### config.mk
export PLATFORM = sky130hd
export DESIGN_NAME = ptir_pressure_threshold
export DESIGN_NICKNAME = d
export VERILOG_FILES = /design/src/hw/ptir_pkg.sv /design/src/hw/ptir_pressure_threshold.sv
export VERILOG_INCLUDE_DIRS = /design/src /design/src/hw
export SDC_FILE = /design/constraint.sdc
export NUM_CORES = 1
export LEC_CHECK = 0
export BUFFER_PORTS_ARGS = -buffer_cell sky130_fd_sc_hd__clkbuf_2
export CORE_MARGIN = 2
export CORE_UTILIZATION = 47
export DETAILED_ROUTE_END_ITERATION = 8
export PLACE_DENSITY = 0.68
export SYNTH_ARGS = -nofsm -noshare
export SYNTH_HDL_FRONTEND = slang
export SYNTH_SLANG_ARGS = --single-unit
### constraint.sdc
create_clock -name clk -period 14.03 [get_ports clk]
set_input_delay 2.806 -clock clk [delete_from_list [all_inputs] [get_ports clk]]
set_output_delay 2.806 -clock clk [all_outputs]
set_load 0.02 [all_outputs]
### src/hw/ptir_defines.svh
// Offsets, field positions, reset values and widths of the pressure threshold block
`ifndef PTIR_DEFINES_SVH
`define PTIR_DEFINES_SVH

// ************************************************************
// Register addresses (7-bit)
// ************************************************************
`define PTIR_ADDR_W          7
`define PTIR_ADDR_IRQ_CFG    7'h0b
`define PTIR_ADDR_THS_LOW    7'h0c
`define PTIR_ADDR_THS_HIGH   7'h0d
`define PTIR_ADDR_REF_LOW    7'h15
`define PTIR_ADDR_REF_HIGH   7'h16
`define PTIR_ADDR_IRQ_SRC    7'h24
`define PTIR_ADDR_POUT_XL    7'h28
`define PTIR_ADDR_POUT_L     7'h29
`define PTIR_ADDR_POUT_H     7'h2a

// ************************************************************
// Configuration register fields
// ************************************************************
`define PTIR_CFG_HIGH_EN     0
`define PTIR_CFG_LOW_EN      1
`define PTIR_CFG_LATCH_EN    2
`define PTIR_CFG_THR_EN      3
`define PTIR_CFG_AZ_RESET    4
`define PTIR_CFG_AZ_EN       5
`define PTIR_CFG_AR_RESET    6
`define PTIR_CFG_AR_EN       7

// ************************************************************
// Interrupt source register fields
// ************************************************************
`define PTIR_SRC_HIGH        0
`define PTIR_SRC_LOW         1
`define PTIR_SRC_ACTIVE      2

// ************************************************************
// Reset values and widths
// ************************************************************
`define PTIR_CFG_RESET       8'h00
`define PTIR_THS_RESET       8'h00
`define PTIR_REF_RESET       16'h0000
`define PTIR_PRESS_W         24
`define PTIR_REF_W           16
`define PTIR_THS_W           15
`define PTIR_DIFF_W          17

`endif

### src/hw/ptir_pkg.sv
// Types shared by the pressure threshold block
package ptir_pkg;

  // Offset mode, one-hot
  typedef enum logic [2:0] {
    PTIR_MODE_NORMAL = 3'b001,
    PTIR_MODE_ZERO   = 3'b010,
    PTIR_MODE_REF    = 3'b100
  } ptir_mode_type;

endpackage

### src/hw/ptir_pressure_threshold.sv
// Pressure threshold interrupt and reference pressure logic
//
// Contract
// Registers are selected by a 7-bit address over the register port.
// Config bits 7..0: ar en, ar reset, az en, az reset, irq en, latch, low, high.
// Threshold interrupts only with irq enable and high or low event enable set.
// Latch enable holds requests in the source register at 24h; otherwise unlatched.
// Low event enable requests interrupt when differential falls below threshold.
// High event enable requests interrupt when differential rises above threshold.
// High enable governs positive events, low enable governs negative events.
// Threshold is 15-bit unsigned right-justified across low and high bytes.
// Host programs threshold as hPa times 16.
// Low byte holds bits 7..0, high byte bits 14..8; bit 7 unused; reset zero.
// Host uses differential interrupt only with auto-reference or auto-zero mode; the bench also enables it in normal mode via 1bh and 4fh writes.
// Auto-zero enable stores measured pressure as reference at 15h and 16h.
// Auto-zero mode: output and differential both carry measured minus reference.
// Auto-zero enable clears itself after the first conversion.
// Auto-zero reset returns to normal output and clears reference to zero.
// Auto-reference enable captures measured pressure as reference, interrupt use only.
// Auto-reference mode: differential is measured minus reference, output unadjusted.
// Auto-reference enable clears itself; auto-reference reset returns to normal.
// Negative event below negated threshold, positive event above threshold.
// Latched request stays until host reads source register, which clears it.
`timescale 1ns/1ps
`default_nettype none
`include "ptir_defines.svh"

module ptir_pressure_threshold
  import ptir_pkg::*;
(
  input  wire logic                      clk,
  input  wire logic                      rst,
  input  wire logic [`PTIR_ADDR_W-1:0]   regAddr,
  input  wire logic                      regWrEn,
  input  wire logic [7:0]                regWrData,
  input  wire logic                      regRdEn,
  output var  logic [7:0]                regRdData,
  input  wire logic                      measValid,
  input  wire logic [`PTIR_PRESS_W-1:0]  measPressure,
  output var  logic [`PTIR_PRESS_W-1:0]  pressureOutput,
  output var  logic [`PTIR_DIFF_W-1:0]   differentialPressure,
  output var  logic                      irqOut
);

  // ************************************************************
  // Helpers
  // ************************************************************

  // Event decode: bit0 positive, bit1 negative, gated by enables
  function automatic logic [1:0] eventDecode(input logic [`PTIR_DIFF_W-1:0] diff,
                                             input logic [`PTIR_THS_W-1:0]  ths,
                                             input logic [7:0]              cfg);
    logic signed [`PTIR_DIFF_W:0] d;
    logic signed [`PTIR_DIFF_W:0] t;
    d = {diff[`PTIR_DIFF_W-1], diff};
    t = {3'b000, ths};
    eventDecode = 2'b00;
    if (cfg[`PTIR_CFG_THR_EN]) begin
      eventDecode[0] = cfg[`PTIR_CFG_HIGH_EN] && (d > t);
      eventDecode[1] = cfg[`PTIR_CFG_LOW_EN] && (d < -t);
    end
  endfunction

  // ************************************************************
  // State
  // ************************************************************
  logic [7:0]                 cfg_reg, cfg_next;
  logic [7:0]                 thsLow_reg, thsLow_next;
  logic [6:0]                 thsHigh_reg, thsHigh_next;
  logic [`PTIR_REF_W-1:0]     ref_reg, ref_next;
  ptir_mode_type              mode_reg, mode_next;
  logic [2:0]                 src_reg, src_next;
  logic [`PTIR_PRESS_W-1:0]   pout_reg, pout_next;
  logic [`PTIR_DIFF_W-1:0]    diff_reg, diff_next;
  logic [7:0]                 rd_reg, rd_next;
  logic                       irq_reg, irq_next;

  logic                       cfgWrite, srcRead;
  logic [`PTIR_THS_W-1:0]     threshold;
  logic [`PTIR_REF_W-1:0]     refUsed;
  logic [`PTIR_DIFF_W-1:0]    diffNow;
  logic [1:0]                 events;

  assign cfgWrite  = regWrEn && (regAddr == `PTIR_ADDR_IRQ_CFG);
  assign srcRead   = regRdEn && (regAddr == `PTIR_ADDR_IRQ_SRC);
  assign threshold = {thsHigh_reg, thsLow_reg};

  // ************************************************************
  // Configuration, threshold, reference and mode
  // ************************************************************

  // Conversion effects first, then host writes; the write wins so a fresh enable is never lost
  always_comb begin
    cfg_next     = cfg_reg;
    thsLow_next  = thsLow_reg;
    thsHigh_next = thsHigh_reg;
    ref_next     = ref_reg;
    mode_next    = mode_reg;
    if (measValid && (cfg_reg[`PTIR_CFG_AZ_EN] || cfg_reg[`PTIR_CFG_AR_EN])) begin
      ref_next = measPressure[`PTIR_PRESS_W-1:8];
      mode_next = cfg_reg[`PTIR_CFG_AZ_EN] ? PTIR_MODE_ZERO : PTIR_MODE_REF;
      cfg_next[`PTIR_CFG_AZ_EN] = 1'b0;
      cfg_next[`PTIR_CFG_AR_EN] = 1'b0;
    end
    if (cfgWrite) begin
      cfg_next = regWrData;
      // Reset bits act as strobes and never read back as one
      cfg_next[`PTIR_CFG_AZ_RESET] = 1'b0;
      cfg_next[`PTIR_CFG_AR_RESET] = 1'b0;
      if (regWrData[`PTIR_CFG_AZ_RESET]) begin
        mode_next = PTIR_MODE_NORMAL;
        ref_next  = `PTIR_REF_RESET;
      end
      if (regWrData[`PTIR_CFG_AR_RESET] && (mode_reg == PTIR_MODE_REF)) begin
        mode_next = PTIR_MODE_NORMAL;
      end
    end
    if (regWrEn && (regAddr == `PTIR_ADDR_THS_LOW)) begin
      thsLow_next = regWrData;
    end
    if (regWrEn && (regAddr == `PTIR_ADDR_THS_HIGH)) begin
      thsHigh_next = regWrData[6:0];
    end
  end

  always_ff @(posedge clk or posedge rst) begin
    if (rst) begin
      cfg_reg     <= `PTIR_CFG_RESET;
      thsLow_reg  <= `PTIR_THS_RESET;
      thsHigh_reg <= 7'h00;
      ref_reg     <= `PTIR_REF_RESET;
      mode_reg    <= PTIR_MODE_NORMAL;
    end else begin
      cfg_reg     <= cfg_next;
      thsLow_reg  <= thsLow_next;
      thsHigh_reg <= thsHigh_next;
      ref_reg     <= ref_next;
      mode_reg    <= mode_next;
    end
  end

  // ************************************************************
  // Conversion datapath and interrupt source
  // ************************************************************

  // The captured reference applies to the very conversion that captured it
  always_comb begin
    refUsed = ref_next;
    diffNow = {1'b0, measPressure[`PTIR_PRESS_W-1:8]} - {1'b0, refUsed};
    events  = eventDecode(diffNow, threshold, cfg_reg);
  end

  // Latched flags: a new event wins over a clearing read
  always_comb begin
    pout_next = pout_reg;
    diff_next = diff_reg;
    src_next  = src_reg;
    irq_next  = irq_reg;
    if (srcRead && cfg_reg[`PTIR_CFG_LATCH_EN]) begin
      src_next = 3'b000;
    end
    if (measValid) begin
      diff_next = diffNow;
      if (mode_next == PTIR_MODE_ZERO) begin
        pout_next = measPressure - {refUsed, 8'h00};
      end else begin
        pout_next = measPressure;
      end
      if (cfg_reg[`PTIR_CFG_LATCH_EN]) begin
        src_next[1:0] = src_next[1:0] | events;
      end else begin
        src_next[1:0] = events;
      end
    end
    src_next[`PTIR_SRC_ACTIVE] = |src_next[1:0];
    irq_next = src_next[`PTIR_SRC_ACTIVE];
  end

  always_ff @(posedge clk or posedge rst) begin
    if (rst) begin
      pout_reg <= '0;
      diff_reg <= '0;
      src_reg  <= 3'b000;
      irq_reg  <= 1'b0;
    end else begin
      pout_reg <= pout_next;
      diff_reg <= diff_next;
      src_reg  <= src_next;
      irq_reg  <= irq_next;
    end
  end

  // ************************************************************
  // Register read
  // ************************************************************

  // Read data is registered and held until the next read; unmapped reads give zero
  always_comb begin
    rd_next = rd_reg;
    if (regRdEn) begin
      unique case (regAddr)
        `PTIR_ADDR_IRQ_CFG:  rd_next = cfg_reg;
        `PTIR_ADDR_THS_LOW:  rd_next = thsLow_reg;
        `PTIR_ADDR_THS_HIGH: rd_next = {1'b0, thsHigh_reg};
        `PTIR_ADDR_REF_LOW:  rd_next = ref_reg[7:0];
        `PTIR_ADDR_REF_HIGH: rd_next = ref_reg[15:8];
        `PTIR_ADDR_IRQ_SRC:  rd_next = {5'h00, src_reg};
        `PTIR_ADDR_POUT_XL:  rd_next = pout_reg[7:0];
        `PTIR_ADDR_POUT_L:   rd_next = pout_reg[15:8];
        `PTIR_ADDR_POUT_H:   rd_next = pout_reg[23:16];
        default:             rd_next = 8'h00;
      endcase
    end
  end

  always_ff @(posedge clk or posedge rst) begin
    if (rst) begin
      rd_reg <= 8'h00;
    end else begin
      rd_reg <= rd_next;
    end
  end

  assign regRdData            = rd_reg;
  assign pressureOutput       = pout_reg;
  assign differentialPressure = diff_reg;
  assign irqOut               = irq_reg;

  // ************************************************************
  // Assertions
  // ************************************************************

  no_event_gated_a: assert property (@(posedge clk) disable iff (rst)
    (measValid && !cfg_reg[`PTIR_CFG_LATCH_EN] &&
     !(cfg_reg[`PTIR_CFG_THR_EN] && (cfg_reg[`PTIR_CFG_HIGH_EN] || cfg_reg[`PTIR_CFG_LOW_EN])))
    |=> (src_reg == 3'b000 && !irqOut))
    else $error("event flagged while threshold interrupts disabled");

  latch_holds_a: assert property (@(posedge clk) disable iff (rst)
    (src_reg[`PTIR_SRC_ACTIVE] && cfg_reg[`PTIR_CFG_LATCH_EN] && !srcRead && !cfgWrite)
    |=> src_reg[`PTIR_SRC_ACTIVE])
    else $error("latched request dropped without a source read");

  high_event_a: assert property (@(posedge clk) disable iff (rst)
    (measValid && cfg_reg[`PTIR_CFG_THR_EN] && cfg_reg[`PTIR_CFG_HIGH_EN] &&
     $signed({diffNow[`PTIR_DIFF_W-1], diffNow}) > $signed({3'b000, threshold}))
    |=> (src_reg[`PTIR_SRC_HIGH] && irqOut))
    else $error("high event not flagged");

  low_event_a: assert property (@(posedge clk) disable iff (rst)
    (measValid && cfg_reg[`PTIR_CFG_THR_EN] && cfg_reg[`PTIR_CFG_LOW_EN] &&
     $signed({diffNow[`PTIR_DIFF_W-1], diffNow}) < -$signed({3'b000, threshold}))
    |=> (src_reg[`PTIR_SRC_LOW] && irqOut))
    else $error("low event not flagged");

  az_self_clear_a: assert property (@(posedge clk) disable iff (rst)
    (measValid && cfg_reg[`PTIR_CFG_AZ_EN] && !cfgWrite)
    |=> (!cfg_reg[`PTIR_CFG_AZ_EN] && mode_reg == PTIR_MODE_ZERO &&
         ref_reg == $past(measPressure[`PTIR_PRESS_W-1:8])))
    else $error("auto-zero capture or self clear failed");

  az_reset_a: assert property (@(posedge clk) disable iff (rst)
    (cfgWrite && regWrData[`PTIR_CFG_AZ_RESET])
    |=> (ref_reg == `PTIR_REF_RESET && mode_reg == PTIR_MODE_NORMAL))
    else $error("auto-zero reset did not clear reference");

  ar_output_a: assert property (@(posedge clk) disable iff (rst)
    (measValid && mode_next == PTIR_MODE_REF)
    |=> (pressureOutput == $past(measPressure)))
    else $error("auto-reference changed the pressure output");

  az_output_a: assert property (@(posedge clk) disable iff (rst)
    (measValid && mode_reg == PTIR_MODE_ZERO && !cfgWrite && !cfg_reg[`PTIR_CFG_AZ_EN] &&
     !cfg_reg[`PTIR_CFG_AR_EN])
    |=> (pressureOutput == $past(measPressure) - {$past(ref_reg), 8'h00}))
    else $error("auto-zero output not offset by reference");

  ar_capture_a: assert property (@(posedge clk) disable iff (rst)
    (measValid && cfg_reg[`PTIR_CFG_AR_EN] && !cfg_reg[`PTIR_CFG_AZ_EN] && !cfgWrite)
    |=> (!cfg_reg[`PTIR_CFG_AR_EN] && mode_reg == PTIR_MODE_REF &&
         ref_reg == $past(measPressure[`PTIR_PRESS_W-1:8])))
    else $error("auto-reference capture or self clear failed");

  ar_reset_a: assert property (@(posedge clk) disable iff (rst)
    (cfgWrite && regWrData[`PTIR_CFG_AR_RESET] && mode_reg == PTIR_MODE_REF && !measValid)
    |=> (mode_reg == PTIR_MODE_NORMAL))
    else $error("auto-reference reset did not return to normal mode");

  cfg_write_a: assert property (@(posedge clk) disable iff (rst)
    cfgWrite
    |=> (cfg_reg[3:0] == $past(regWrData[3:0]) && !cfg_reg[`PTIR_CFG_AZ_RESET] &&
         !cfg_reg[`PTIR_CFG_AR_RESET]))
    else $error("configuration write not applied");

  ths_high_a: assert property (@(posedge clk) disable iff (rst)
    (regWrEn && regAddr == `PTIR_ADDR_THS_HIGH)
    |=> (threshold[`PTIR_THS_W-1:8] == $past(regWrData[6:0])))
    else $error("threshold high byte not stored");

  // An unlatched source only follows conversions, so a read must leave it alone
  unlatched_read_a: assert property (@(posedge clk) disable iff (rst)
    (srcRead && !cfg_reg[`PTIR_CFG_LATCH_EN] && !measValid)
    |=> $stable(src_reg))
    else $error("unlatched source cleared by a read");

  read_data_a: assert property (@(posedge clk) disable iff (rst)
    (regRdEn && regAddr == `PTIR_ADDR_IRQ_CFG)
    |=> (regRdData == $past(cfg_reg)))
    else $error("configuration read data wrong");

endmodule

`default_nettype wire

# After elaboration in Yosys (flattened, before gate mapping)
# Cells that the tools add are included.
[word_totals]
regBits = 93
inputBits = 44
output_inout_bits = 50
word_cells = 56
[classes]
addsub = 3
order_cmp = 2
n_eq_ne = 11
n_mux = 16
bitwise_logic = 1
n_reduce_logical = 12
[op_table]
columns = ["cell", "count"]
rows = [
  ["case mux 8 bit (9 select lines)", 1],
  ["2-to-1 mux 16 bit", 3],
  ["== test 7 x 6 -> 1 bit (second input constant)", 4],
  ["2-to-1 mux 24 bit", 1],
  ["subtractor 24 bit", 1],
  ["== test 7 x 4 -> 1 bit (second input constant)", 3],
  ["less-than comparator 17 x 18 -> 1 bit", 1],
  ["negation 15 -> 18 bit", 1],
  ["greater-than comparator 17 x 16 -> 1 bit", 1],
  ["subtractor 16 x 16 -> 17 bit", 1],
  ["2-to-1 mux 3 bit", 5],
  ["== test 7 x 5 -> 1 bit (second input constant)", 2],
  ["logical AND 1 bit", 9],
  ["2-to-1 mux 2 bit", 4],
  ["2-to-1 mux 8 bit", 1],
  ["== test 3 x 2 -> 1 bit (second input constant)", 1],
  ["== test 3 bit (second input constant)", 1],
  ["bitwise OR 2 bit", 1],
  ["nonzero test 2 bit", 1],
  ["OR reduction 2 bit", 1],
  ["logical OR 1 bit", 1],
  ["2-to-1 mux 1 bit", 1],
]

# Logic depth before layout (Yosys ltp)
# Gate-level depths: netlist (run 1).
[depth]
depth_word = 13
depth_mapped = 24

# Worst setup path after synthesis (run 1)
# No wires, ideal clock.
[synth_timing]
path_kind = "input -> register"
start = "input regAddr[5]"
end = "register irq_reg (netlist: irqOut)"
setup_ns = 0.127
arrival_time_ns = 7.452
t_required_ns = 13.903
path_slack_ns = 6.450
cell_stages = 23
n_path_buf = 2
cell_sequence = "or4b_4 nor3_1 clkbuf_1 clkbuf_1 or2_2 ha_1 nor2b_1 o2111ai_1 a31oi_1 o31ai_1 o31ai_1 a21o_1 a21oi_1 xnor2_1 ha_1 and2_1 nand3_1 nor4_1 and2_1 a311oi_1 mux2i_1 a31oi_1 nand3b_1"
[synth_between]
elab_chain_len = 11
elab_cells_between_ends = 17
cone_classes = "1 x add/sub; 2 x order compare; 2 x eq/ne; 5 x mux; 1 x bitwise; 6 x reduce/logical"
[synth_lines]
columns = ["item", "line_no", "rtl"]
rows = [
  ["from (decl)", "ptir_pressure_threshold.sv:33", "input wire logic [`PTIR_ADDR_W-1:0] regAddr,"],
  ["== test 7 x 4 -> 1 bit (*)", "--", ""],
  ["logical AND 1 bit (*)", "ptir_pressure_threshold.sv:84", "assign cfgWrite = regWrEn && (regAddr == `PTIR_ADDR_IRQ_CFG);"],
  ["2-to-1 mux 16 bit (*)", "ptir_pressure_threshold.sv:105", "if (cfgWrite) begin"],
  ["subtractor 16 x 16 -> 17 bit (*)", "ptir_pressure_threshold.sv:149", "diffNow = {1'b0, measPressure[`PTIR_PRESS_W-1:8]} - {1'b0, refUsed};"],
  ["via diffNow[11]", "ptir_pressure_threshold.sv:81", "logic [`PTIR_DIFF_W-1:0] diffNow;"],
  ["greater-than comparator 17 x 16 -> 1 bit (*)", "ptir_pressure_threshold.sv:59", "eventDecode[0] = cfg[`PTIR_CFG_HIGH_EN] && (d > t);"],
  ["logical AND 1 bit (*)", "ptir_pressure_threshold.sv:59", ""],
  ["2-to-1 mux 2 bit (*)", "ptir_pressure_threshold.sv:58", "if (cfg[`PTIR_CFG_THR_EN]) begin"],
  ["bitwise OR 2 bit", "ptir_pressure_threshold.sv:170", "src_next[1:0] = src_next[1:0] | events;"],
  ["2-to-1 mux 2 bit (*)", "ptir_pressure_threshold.sv:169", "if (cfg_reg[`PTIR_CFG_LATCH_EN]) begin"],
  ["2-to-1 mux 2 bit (*)", "ptir_pressure_threshold.sv:162", "if (measValid) begin"],
  ["via src_next[0]", "ptir_pressure_threshold.sv:72", "logic [2:0] src_reg, src_next;"],
  ["OR reduction 2 bit (*)", "ptir_pressure_threshold.sv:175", "src_next[`PTIR_SRC_ACTIVE] = |src_next[1:0];"],
  ["via irq_next", "ptir_pressure_threshold.sv:76", "logic irq_reg, irq_next;"],
  ["to (signal assigned)", "ptir_pressure_threshold.sv:189", "irq_reg <= irq_next;"],
  ["to (decl)", "ptir_pressure_threshold.sv:76", ""],
]
# The timed path passes the listed nets; every way through them passes the cells marked *.
# A chain may end at the register's enable or synchronous reset.

# Worst setup path in the final report (run 1)
[layout_timing]
start = "input measValid"
end = "register irq_reg (netlist: irqOut)"
[layout_between]
elab_chain_len = 12
elab_cells_between_ends = 14
cone_classes = "1 x add/sub; 2 x order compare; 6 x mux; 1 x bitwise; 4 x reduce/logical"
[layout_lines]
columns = ["item", "line_no", "rtl"]
rows = [
  ["from (decl)", "ptir_pressure_threshold.sv:38", "input wire logic measValid,"],
  ["logical AND 1 bit (*)", "ptir_pressure_threshold.sv:99", "if (measValid && (cfg_reg[`PTIR_CFG_AZ_EN] || cfg_reg[`PTIR_CFG_AR_EN])) begin"],
  ["2-to-1 mux 16 bit (*)", "ptir_pressure_threshold.sv:99", ""],
  ["2-to-1 mux 16 bit", "ptir_pressure_threshold.sv:110", "if (regWrData[`PTIR_CFG_AZ_RESET]) begin"],
  ["2-to-1 mux 16 bit (*)", "ptir_pressure_threshold.sv:105", ""],
  ["via refUsed[0]", "ptir_pressure_threshold.sv:80", "logic [`PTIR_REF_W-1:0] refUsed;"],
  ["subtractor 16 x 16 -> 17 bit (*)", "ptir_pressure_threshold.sv:149", ""],
  ["via diffNow[11]", "ptir_pressure_threshold.sv:81", ""],
  ["greater-than comparator 17 x 16 -> 1 bit (*)", "ptir_pressure_threshold.sv:59", ""],
  ["logical AND 1 bit (*)", "ptir_pressure_threshold.sv:59", ""],
  ["2-to-1 mux 2 bit (*)", "ptir_pressure_threshold.sv:58", ""],
  ["bitwise OR 2 bit", "ptir_pressure_threshold.sv:170", ""],
  ["2-to-1 mux 2 bit (*)", "ptir_pressure_threshold.sv:169", ""],
  ["2-to-1 mux 2 bit (*)", "ptir_pressure_threshold.sv:162", ""],
  ["via src_next[0]", "ptir_pressure_threshold.sv:72", ""],
  ["OR reduction 2 bit (*)", "ptir_pressure_threshold.sv:175", ""],
  ["via irq_next", "ptir_pressure_threshold.sv:76", ""],
]
# Marks and branches as above.

==> results.md, run 1 <==
Floorplan:
- The overall die area is 14200 um^2.
- The floorplan step set the die height to 119 um.
- The floorplan step defined a core boundary enclosing 13100 um^2.
- The floorplan row count is 42.
- The starting density of the core is 47.5%.
- The number of top-level design ports is 94.
- The overall die width is 119 um.

Power and ir drop:
- The design internal power is 0.570 mW.
- The clock network fraction of design power is 26.6%.
- Of the total power, combinational logic draws 37.0%.
- The static leakage power is 3.31 nW.
- Dividing total power by cell area gives a power density of 126 nW/um^2.
- The net switching share of the total power is 36.7%.
- The net switching power figure is 0.330 mW.
- The largest voltage drop on the vdd net is 0.0608 mV.
- The sequential fraction of design power is 36.4%.

Cells and area:
- Leaving out fill and tap cells, the most frequent cell in the layout is sky130_fd_sc_hd__clkbuf_2.
- In the final layout, the share of cells above drive strength 1 is 23.3%.
- The register with the most flip-flops in the layout has 24 of them.
- Compared with the post-synthesis result, the final layout area differs by 15.0%.
- The top cell types in the final layout, fill and taps aside, are sky130_fd_sc_hd__clkbuf_2 (93), sky130_fd_sc_hd__dfrtp_1 (91), sky130_fd_sc_hd__nand2_1 (56).
- The post-layout net count is 835.
- After routing the design area is 7150 um^2.
- The number of antenna diodes in the final layout is 0.

Worst setup path:
- Counting cells, the worst reg-to-reg path comes to 21.
- The critical path launch point type is an input pin.
- The maximum single-stage delay on the critical path is 0.87 ns.
- The number of buffers and inverters on the critical path is 2.
- In this run the register-to-register setup slack is 8.65 ns.
- The source of the worst register-to-register timing path is cfg_reg[7].
- The arrival time at the worst endpoint is 8.32 ns.
- The most critical setup path has its startpoint at measValid.
- The critical path is of the in -> reg type.
- STA puts the critical path data required time at 14.26 ns.
- The top cell family by delay on the critical path is compound AO/OA/AOI/OAI gates.
- The critical path ends at irqOut.
- The critical-path maximum fanout is 66.
- Walking the worst path, the cells encountered are clkbuf_2, buf_4, o21a_1, nand2_1, a21oi_1, ha_1, nor2b_1, o2111ai_1, a31oi_1, o31ai_1, o31ai_1, a21o_1, a21oi_1, xnor2_1, ha_1, and2_1, nand3_1, nor4_1, and2_1, a311oi_1, mux2i_1, a31oi_1, nand3b_1.
- On the critical path, the stage with the largest delay is an instance of sky130_fd_sc_hd__o21a_1.
- Counting buffers and inverters, the worst setup path is 23 cells deep.
- The worst register-to-register path ends at irqOut.
- The kind of end point of the critical path is a flop.

Clocking:
- In this run, CTS created clock tree buffers numbering 9.
- In this run the post-CTS setup repair buffer count came out at 0.
- The H-tree generated during clock tree synthesis spans 3 levels.
- After clock tree synthesis, the clock-pin slew on the worst setup and hold paths is 0.06 ns.
- The clock latency at the later pin of the worst-skew pair is 0.35 ns.
- In this run, post-CTS hold repair placed 0 buffers.
- The CTS tree is built.
- The tree built by TritonCTS fans out to 92 sinks.
- The cell sitting at the root of the clock tree is a sky130_fd_sc_hd__clkbuf_16.
- Once the clock tree was built, the resizer swapped 0 gates to a different size.
- The maximum buffer depth of the clock tree is 2.

Detailed routing:
- The first detailed-routing pass took 6 iterations.
- The remaining design rule violation count is 0.
- The number of nets with antenna violations after detailed routing is 0.
- The average vias per placed instance is 6.06.
- The routed design has 19800 um of wire.
- The routed wire length per instance is 21.4 um.
- The total number of vias is 5608.
- The detailed router finished its first iteration with 459 violations.

Timing:
- The worst hold slack is 0.507 ns.
- The maximum clock skew at final layout is 0.00447 ns.
- Adding up every negative setup slack in the final design gives 0 ns.
- The final critical path time including I/O delays and setup is 8.09 ns.
- Derived from the worst setup path, the maximum achievable clock frequency is 0.124 GHz.
- In this run the tightest slew margin relative to its limit is 23.6%.
- The period utilization is 57.7%.
- Setup repair after global routing left no endpoint under its margin.
- Setup violations remaining at the end of the flow were counted as 0.
- For the pin with the worst max-slew slack, the measured transition is 1.14 ns.
- In the post-route analysis, the smallest setup slack over all paths is 5.94 ns.
- The final number of hold-violating endpoints was 0.
- The number of pins with negative max-slew slack in the final report is 0.

Outcome:
- The run finished with clean final reports.

Global route:
- The initial antenna violation count was 0.
- The global-route wire length before repair is 30200 um.
- The overall track demand over capacity in global routing is 28.0%.
- Entering global routing, the biggest net connects 67 pins.
- The number of global-route vias before repair is 5442.
- The final global-route overflow total is 0.

Yosys:
- Among all flip-flop cells after synthesis, the most frequent one is sky130_fd_sc_hd__dfrtp_1.
- The netlist area before placement is 6210 um^2.
- The per-instance average area after synthesis is 9.43 um^2.
- Of all flip-flops after synthesis, the portion carrying an async set or reset was 100%.
- The number of enable-type register cells in the synthesized netlist is 0.
- After synthesis, the netlist uses 72 different library cells.
- Summing the sequential cell areas from Yosys gives 37.1% of the chip area.
- The count of state elements after synthesis is 92.
- When the netlist entered floorplanning its net count stood at 747.
- For this run, the number of Yosys warnings is 0.
- Counting every instance in the synthesized netlist gives 659.

Place:
- At the placement stage, the worst setup path has a slack of 5.68 ns.
- Once detailed placement completed, the half-perimeter wirelength came to 14900 um.
- The count of port buffers added during placement is 93.
- The weighted congestion at the end of routability-driven global placement is 0.947.
- The total cell area at the placement stage is 6860 um^2.

Job:
- The number of max-cap violations is 0.

Min path:
- The classification of the worst-slack hold path is reg -> reg.
- Along the worst hold path, the cell count comes to 1.
==> power groups by stage <==
stage	registers, mW	logic [mW]	clock network [mW]
finish	0.327	0.333	0.239
global route	0.331	0.367	0.254
CTS	0.327	0.332	0.242
detailed placement	0.332	0.329	0
global placement	0.331	0.321	0
floorplan	0.346	0.208	0
==> worst min-delay path by stage <==
| stage | start | slack [ns] | to |
|---|---|---|---|
| final | differentialPressure[15] | 0.51 | differentialPressure[15] |
| after global routing | differentialPressure[15] | 0.53 | differentialPressure[15] |
| after CTS | differentialPressure[15] | 0.51 | differentialPressure[15] |
| after detailed placement | differentialPressure[1] | 0.50 | differentialPressure[1] |
| after global placement | differentialPressure[15] | 0.49 | differentialPressure[15] |
| after floorplan | cfg_reg[0] | 0.47 | cfg_reg[0] |
==> cells by family (layout without fill, tap and decap cells) <==
kind of cell | count (synthesis) | count (layout) | synth area share (%)
simple gates | 202 | 202 | 16.7
compound gates | 158 | 158 | 18.3
flops | 92 | 92 | 37.1
buf+inv | 76 | 167 | 4.61
mux | 63 | 63 | 11.0
fa+ha+maj | 46 | 46 | 9.30
xor+xnor | 22 | 22 | 3.10
==> cell usage after synthesis (5+ instances only) <==
master | number | area [um^2]
sky130_fd_sc_hd__or2_2 | 9 | 56.3
sky130_fd_sc_hd__xnor2_1 | 17 | 149
sky130_fd_sc_hd__a222oi_1 | 5 | 50.1
sky130_fd_sc_hd__a22o_1 | 5 | 43.8
sky130_fd_sc_hd__o22ai_1 | 8 | 50.1
sky130_fd_sc_hd__xor2_1 | 5 | 43.8
sky130_fd_sc_hd__and3_1 | 12 | 75.1
sky130_fd_sc_hd__a221oi_1 | 7 | 61.3
sky130_fd_sc_hd__and2_1 | 5 | 31.3
sky130_fd_sc_hd__nand2b_1 | 9 | 56.3
sky130_fd_sc_hd__clkbuf_1 | 16 | 60.1
sky130_fd_sc_hd__nor2b_1 | 11 | 68.8
sky130_fd_sc_hd__nand3_1 | 16 | 80.1
sky130_fd_sc_hd__a31oi_1 | 7 | 43.8
sky130_fd_sc_hd__ha_1 | 43 | 538
sky130_fd_sc_hd__a22oi_1 | 12 | 90.1
sky130_fd_sc_hd__mux2i_1 | 23 | 230
sky130_fd_sc_hd__o21a_1 | 11 | 82.6
sky130_fd_sc_hd__dfrtp_1 | 91 | 2280
sky130_fd_sc_hd__nor3_1 | 12 | 60.1
sky130_fd_sc_hd__nand2_1 | 56 | 210
sky130_fd_sc_hd__nor2_1 | 45 | 169
sky130_fd_sc_hd__a21oi_1 | 32 | 160
sky130_fd_sc_hd__nor4_1 | 5 | 31.3
sky130_fd_sc_hd__mux2_2 | 40 | 450
sky130_fd_sc_hd__o21ai_0 | 20 | 100
sky130_fd_sc_hd__inv_1 | 55 | 206
sky130_fd_sc_hd__a21o_1 | 10 | 75.1
==> per-layer routing <==
| layer | track usage, % | up-vias | wire [um] |
|---|---|---|---|
| met4 | 13.3 | 0 | 851 |
| met3 | 5.56 | 49 | 1550 |
| met2 | 44.3 | 260 | 9110 |
| li1 | - | 2575 | - |
| met1 | 36.8 | 2724 | 8300 |
| met5 | 0 | - | 0 |
==> layout make-up <==
cell class	instances	area, um^2
clock buffer	12	236
clock inverter	2	37.5
timing repair buffer	98	503
fill	1195	5940
tap	176	220
inverter	55	209
multi-input combinational	491	3640
sequential	92	2300
==> metrics by stage <==
step / power (mW) / util [%] / instances
floorplan: 0.555 / - / 659
global placement: 0.651 / 52.5 / 912
detailed placement: 0.661 / 52.5 / 912
CTS: 0.901 / 54.6 / 926
global route: 0.951 / 54.6 / 926
finish: 0.900 / 54.6 / 926
Note: power is estimated with default switching activity, not from simulation.
==> inputs of run 2 (changes only) <==
--- a/config.mk
+++ b/config.mk
@@ -6,6 +6,7 @@
 export SDC_FILE = /design/constraint.sdc
 export NUM_CORES = 1
 export LEC_CHECK = 0
+export ABC_AREA = 1
 export BUFFER_PORTS_ARGS = -buffer_cell sky130_fd_sc_hd__clkbuf_2
 export CORE_MARGIN = 2
 export CORE_UTILIZATION = 47
==> constraint.sdc (replaced) <==
create_clock -name clk -period 8.5 [get_ports clk]
set_input_delay 1.7 -clock clk [delete_from_list [all_inputs] [get_ports clk]]
set_output_delay 1.7 -clock clk [all_outputs]
set_load 0.02 [all_outputs]
==> run 2 against run 1 <==
Compared with the run above:
- setup slack got worse by 3.2 ns
- power rose to 2.7 times the previous value
- critical endpoint unchanged
- largest cell class unchanged
- flip-flop and latch count did not move
- register-to-register slack got worse by 5.1 ns
- via count rose by 3.5%
- combinational power rose to 4.2 times the previous value
- global-route usage fell by 0.96 points
- first-iteration DRC count fell by 16%
- highest routed layer unchanged
==> results.md, run 2 <==
Timing:
- For this run, the top clock speed supported by timing is 0.173 GHz.
- Subtracting the final worst setup slack from the clock period gives 5.79 ns.
- The final number of hold-violating endpoints is 0.
- Setup repair after global routing left no endpoint under its margin.
- The pin slew with the least headroom to its limit is 0.939 ns.
- The tightest slew margin relative to the limit is 37.4%.
- The maximum clock skew at final layout is 0.00819 ns.
- The count of endpoints failing setup in the final report is 0.
- Dividing the final minimum period by the clock period gives 68.1%.
- The setup total negative slack is 0 ns.
- The number of pins with negative max-slew slack in the final report was 0.

Floorplan:
- The number of top-level design ports is 94.
- The core region is 12700 um^2.
- The die height is 119 um.
- The die covers 14100 um^2.
- The overall die width is 119 um.
- The floorplan row count is 41.
- For this configuration, the core starts out at a cell density of 48.6%.

Detailed routing:
- Once detail routing completed, the nets flagged for antenna violations numbered 0.
- The remaining design rule violation count is 0.
- The detailed router finished its first iteration with 387 violations.
- In the final routed layout, each cell accounts on average for 16.8 um.
- After detailed routing, the number of vias per cell comes to 5.37.
- Before antenna repair, the detailed router went through 5 iterations.
- The total number of vias is 5802.
- The routed design has 18200 um of wire.

Place:
- Port buffering added 93 buffers.
- Summing all placed instances gives a cell area of 6810 um^2.
- The weighted congestion at the end of routability-driven global placement is 0.958.
- After legalization and detailed placement, the total HPWL measured 14000 um.

Yosys:
- After synthesis, the cell types taking the most area are sky130_fd_sc_hd__dfrtp_1 (37%), sky130_fd_sc_hd__nand2_1 (11%), sky130_fd_sc_hd__ha_1 (8.7%).
- Synthesis produced 816 cells.
- The area share of the leading cell type in the synthesized netlist is 36.9%.
- Counting flops with a built-in enable in the synthesized netlist gives 0.
- In the synthesized netlist the async set-or-reset flop fraction comes to 100%.
- The number of nets handed over by synthesis was 904.
- The number of distinct standard cells referenced by the synthesized netlist is 51.
- The commonest register cell after synthesis is sky130_fd_sc_hd__dfrtp_1.
- The number of warnings printed during yosys synthesis is 0.
- Summing every instance area after synthesis gives 6180 um^2.
- Synthesis inferred 92 register bits.
- By count the netlist is led by sky130_fd_sc_hd__nand2_1 (187), sky130_fd_sc_hd__inv_1 (141), sky130_fd_sc_hd__dfrtp_1 (91), sky130_fd_sc_hd__o21ai_0 (77), sky130_fd_sc_hd__nor2_1 (50).
- The per-instance average area after synthesis is 7.57 um^2.
- The most common cell in the synthesized netlist is sky130_fd_sc_hd__nand2_1.
- The synthesized design spends more area on one cell type than any other, namely sky130_fd_sc_hd__dfrtp_1.
- Sequential cells were found to cover 37.3% of the synthesized design area.

Worst setup path:
- The required time at the worst-slack endpoint is 8.75 ns.
- The top cell family by delay on the critical path is simple AND/OR/NAND/NOR gates.
- Among the stages of the critical path, the cell type that occurs most often is sky130_fd_sc_hd__nand2_1.
- The launching instance or port of the critical path is regAddr[2].
- The critical path launch point type is an input pin.
- The register-to-register setup slack is 3.52 ns.
- The type of the setup path with the least slack is in -> reg.
- The critical-path maximum fanout is 18.
- The source of the worst register-to-register timing path is cfg_reg[5].
- Counting both buffers and inverters, the worst setup path holds a total of 6.
- The worst setup path is captured at a flop.
- The maximum single-stage delay on the critical path is 0.43 ns.
- The slowest stage of the critical path belongs to the cell sky130_fd_sc_hd__fa_1.
- STA puts the critical path data arrival time at 6.04 ns.

Cells and area:
- The final non-filler cell area is 7110 um^2.
- From synthesis to final layout, the design area changed by 15.2%.
- The sequential cells in the finished layout cover a total of 2300 um^2.
- The post-layout net count is 992.
- In the layout the commonest cells are sky130_fd_sc_hd__nand2_1 (187), sky130_fd_sc_hd__inv_1 (140), sky130_fd_sc_hd__clkbuf_2 (93).
- The filler cells instantiated in the layout total 1275.
- The register with the most flip-flops in the layout has 24 of them.
- In the final layout, the share of cells above drive strength 1 is 17.9%.
- The commonest non-fill, non-tap cell in the layout is sky130_fd_sc_hd__nand2_1.
- The repair_antennas step left the layout with diodes totalling 0.
- The multi-input combinational cells in the finished layout cover a total of 3260 um^2.

Power and ir drop:
- The largest voltage drop on the vdd net is 0.162 mV.
- Summed over all cells, the static leakage comes to 3.82 nW.
- Power spread over the standard cell area amounts to 348 nW/um^2.

Outcome:
- The flow ran to the end, and the final reports show no timing, DRC or antenna violations.

Clocking:
- The level count of the clock H-tree is 3.
- The clock latency at the later pin of the worst-skew pair is 0.36 ns.
- The number of gates given a new drive strength after cts is 0.
- Clock tree synthesis inserted a total of 9 buffers.
- The tree is rooted in a sky130_fd_sc_hd__clkbuf_16.
- The number of hold-repair buffers added at the cts stage is 0.
- The count of buffers added by post-CTS timing repair for setup is 0.
- TritonCTS built the clock tree.
- The post-CTS clock slew at the launch and capture registers of the worst setup and hold paths is 0.07 ns.
- The clock net in this run drives a total of 92 sinks.
- No sink is reached through more buffers than the 2 on the longest clock path.

Min path:
- In this run the most critical hold path is launched from differentialPressure[1].
- The classification of the worst-slack hold path is reg -> reg.

Global route:
- The first global-routing pass estimated 29300 um of wire.
- The overall track demand over capacity in global routing is 27.0%.
- The number of global-route vias before repair is 5507.
- The initial antenna violation count was 0.
- The largest net degree at the start of global routing is 72.
- Global routing finished with a remaining overflow of 0.

Job:
- The number of max-cap violations is 0.
## run 2: cell count changes in the layout (fill, tap and decap cells not counted), sizes merged, moves of 15 or more
| cell | delta |
|---|---|
| o21ai | +62 |
| inv | +89 |
| nand2 | +147 |
| mux2 | -35 |
| mux2i | -21 |
| nand3 | +21 |
| xnor2 | -15 |
## run 2: final timing paths
path	endpoint	depth (start not counted)
min	differentialPressure[1]	2
min in group asynchronous	differentialPressure[15]	2
max	irqOut	36
max reg2reg	irqOut	34
min reg2reg	differentialPressure[1]	2
max in group asynchronous	cfg_reg[7]	3
## run 2: where the power goes
group | leakage [nW] | switching, mW | internal (mW) | total, mW
clock network | 0.145 | 0.195 | 0.233 | 0.428
registers | 1.16 | 0.0824 | 0.558 | 0.641
logic | 2.52 | 0.913 | 0.492 | 1.40
## run 2: logic make-up (layout without fill, tap and decap cells)
group | Yosys count | after routing | synth area share [%]
simple gates | 319 | 319 | 23.1
compound gates | 175 | 175 | 16.9
buf+inv | 161 | 254 | 9.95
flops | 92 | 92 | 37.3
fa+ha+maj | 44 | 44 | 9.03
xor+xnor | 18 | 18 | 2.55
mux | 7 | 7 | 1.24
## run 2: tightest hold or removal path, delay by kind of cell (launching register included)
kind | cells | cell delay, ns
AND/OR/NAND/NOR | 2 | 0.11
flip-flops | 1 | 0.35
## run 2: layout make-up
type	instances	share of cell area, %
clock buffers	9	3.17
clock inverters	7	1.16
inverters	141	7.48
multi-input cells	563	45.8
flip-flops and latches	92	32.4
well taps	172	3.03
repair buffers	97	6.97
## run 2: per-layer routing
layer  global-route usage [%]  wire length (um)
met1                     35.9              8020
met2                     42.8              8350
met3                     5.31              1240
met4                     11.5               563
met5                        0                 0
## run 2: through the flow
stage / power [mW] / hold slack [ns] / utilization, % / setup slack, ns / instances
final: 2.47 / 0.482 / 55.9 / 2.71 / 1081
after global routing: 2.70 / 0.514 / 55.9 / 2.19 / 1081
after CTS: 2.47 / 0.489 / 55.9 / 2.77 / 1081
after detailed placement: 2.03 / 0.472 / 53.5 / 2.41 / 1065
after global placement: 2.02 / 0.465 / 53.5 / 2.53 / 1065
after floorplan: 1.64 / 0.453 / - / 2.78 / 816
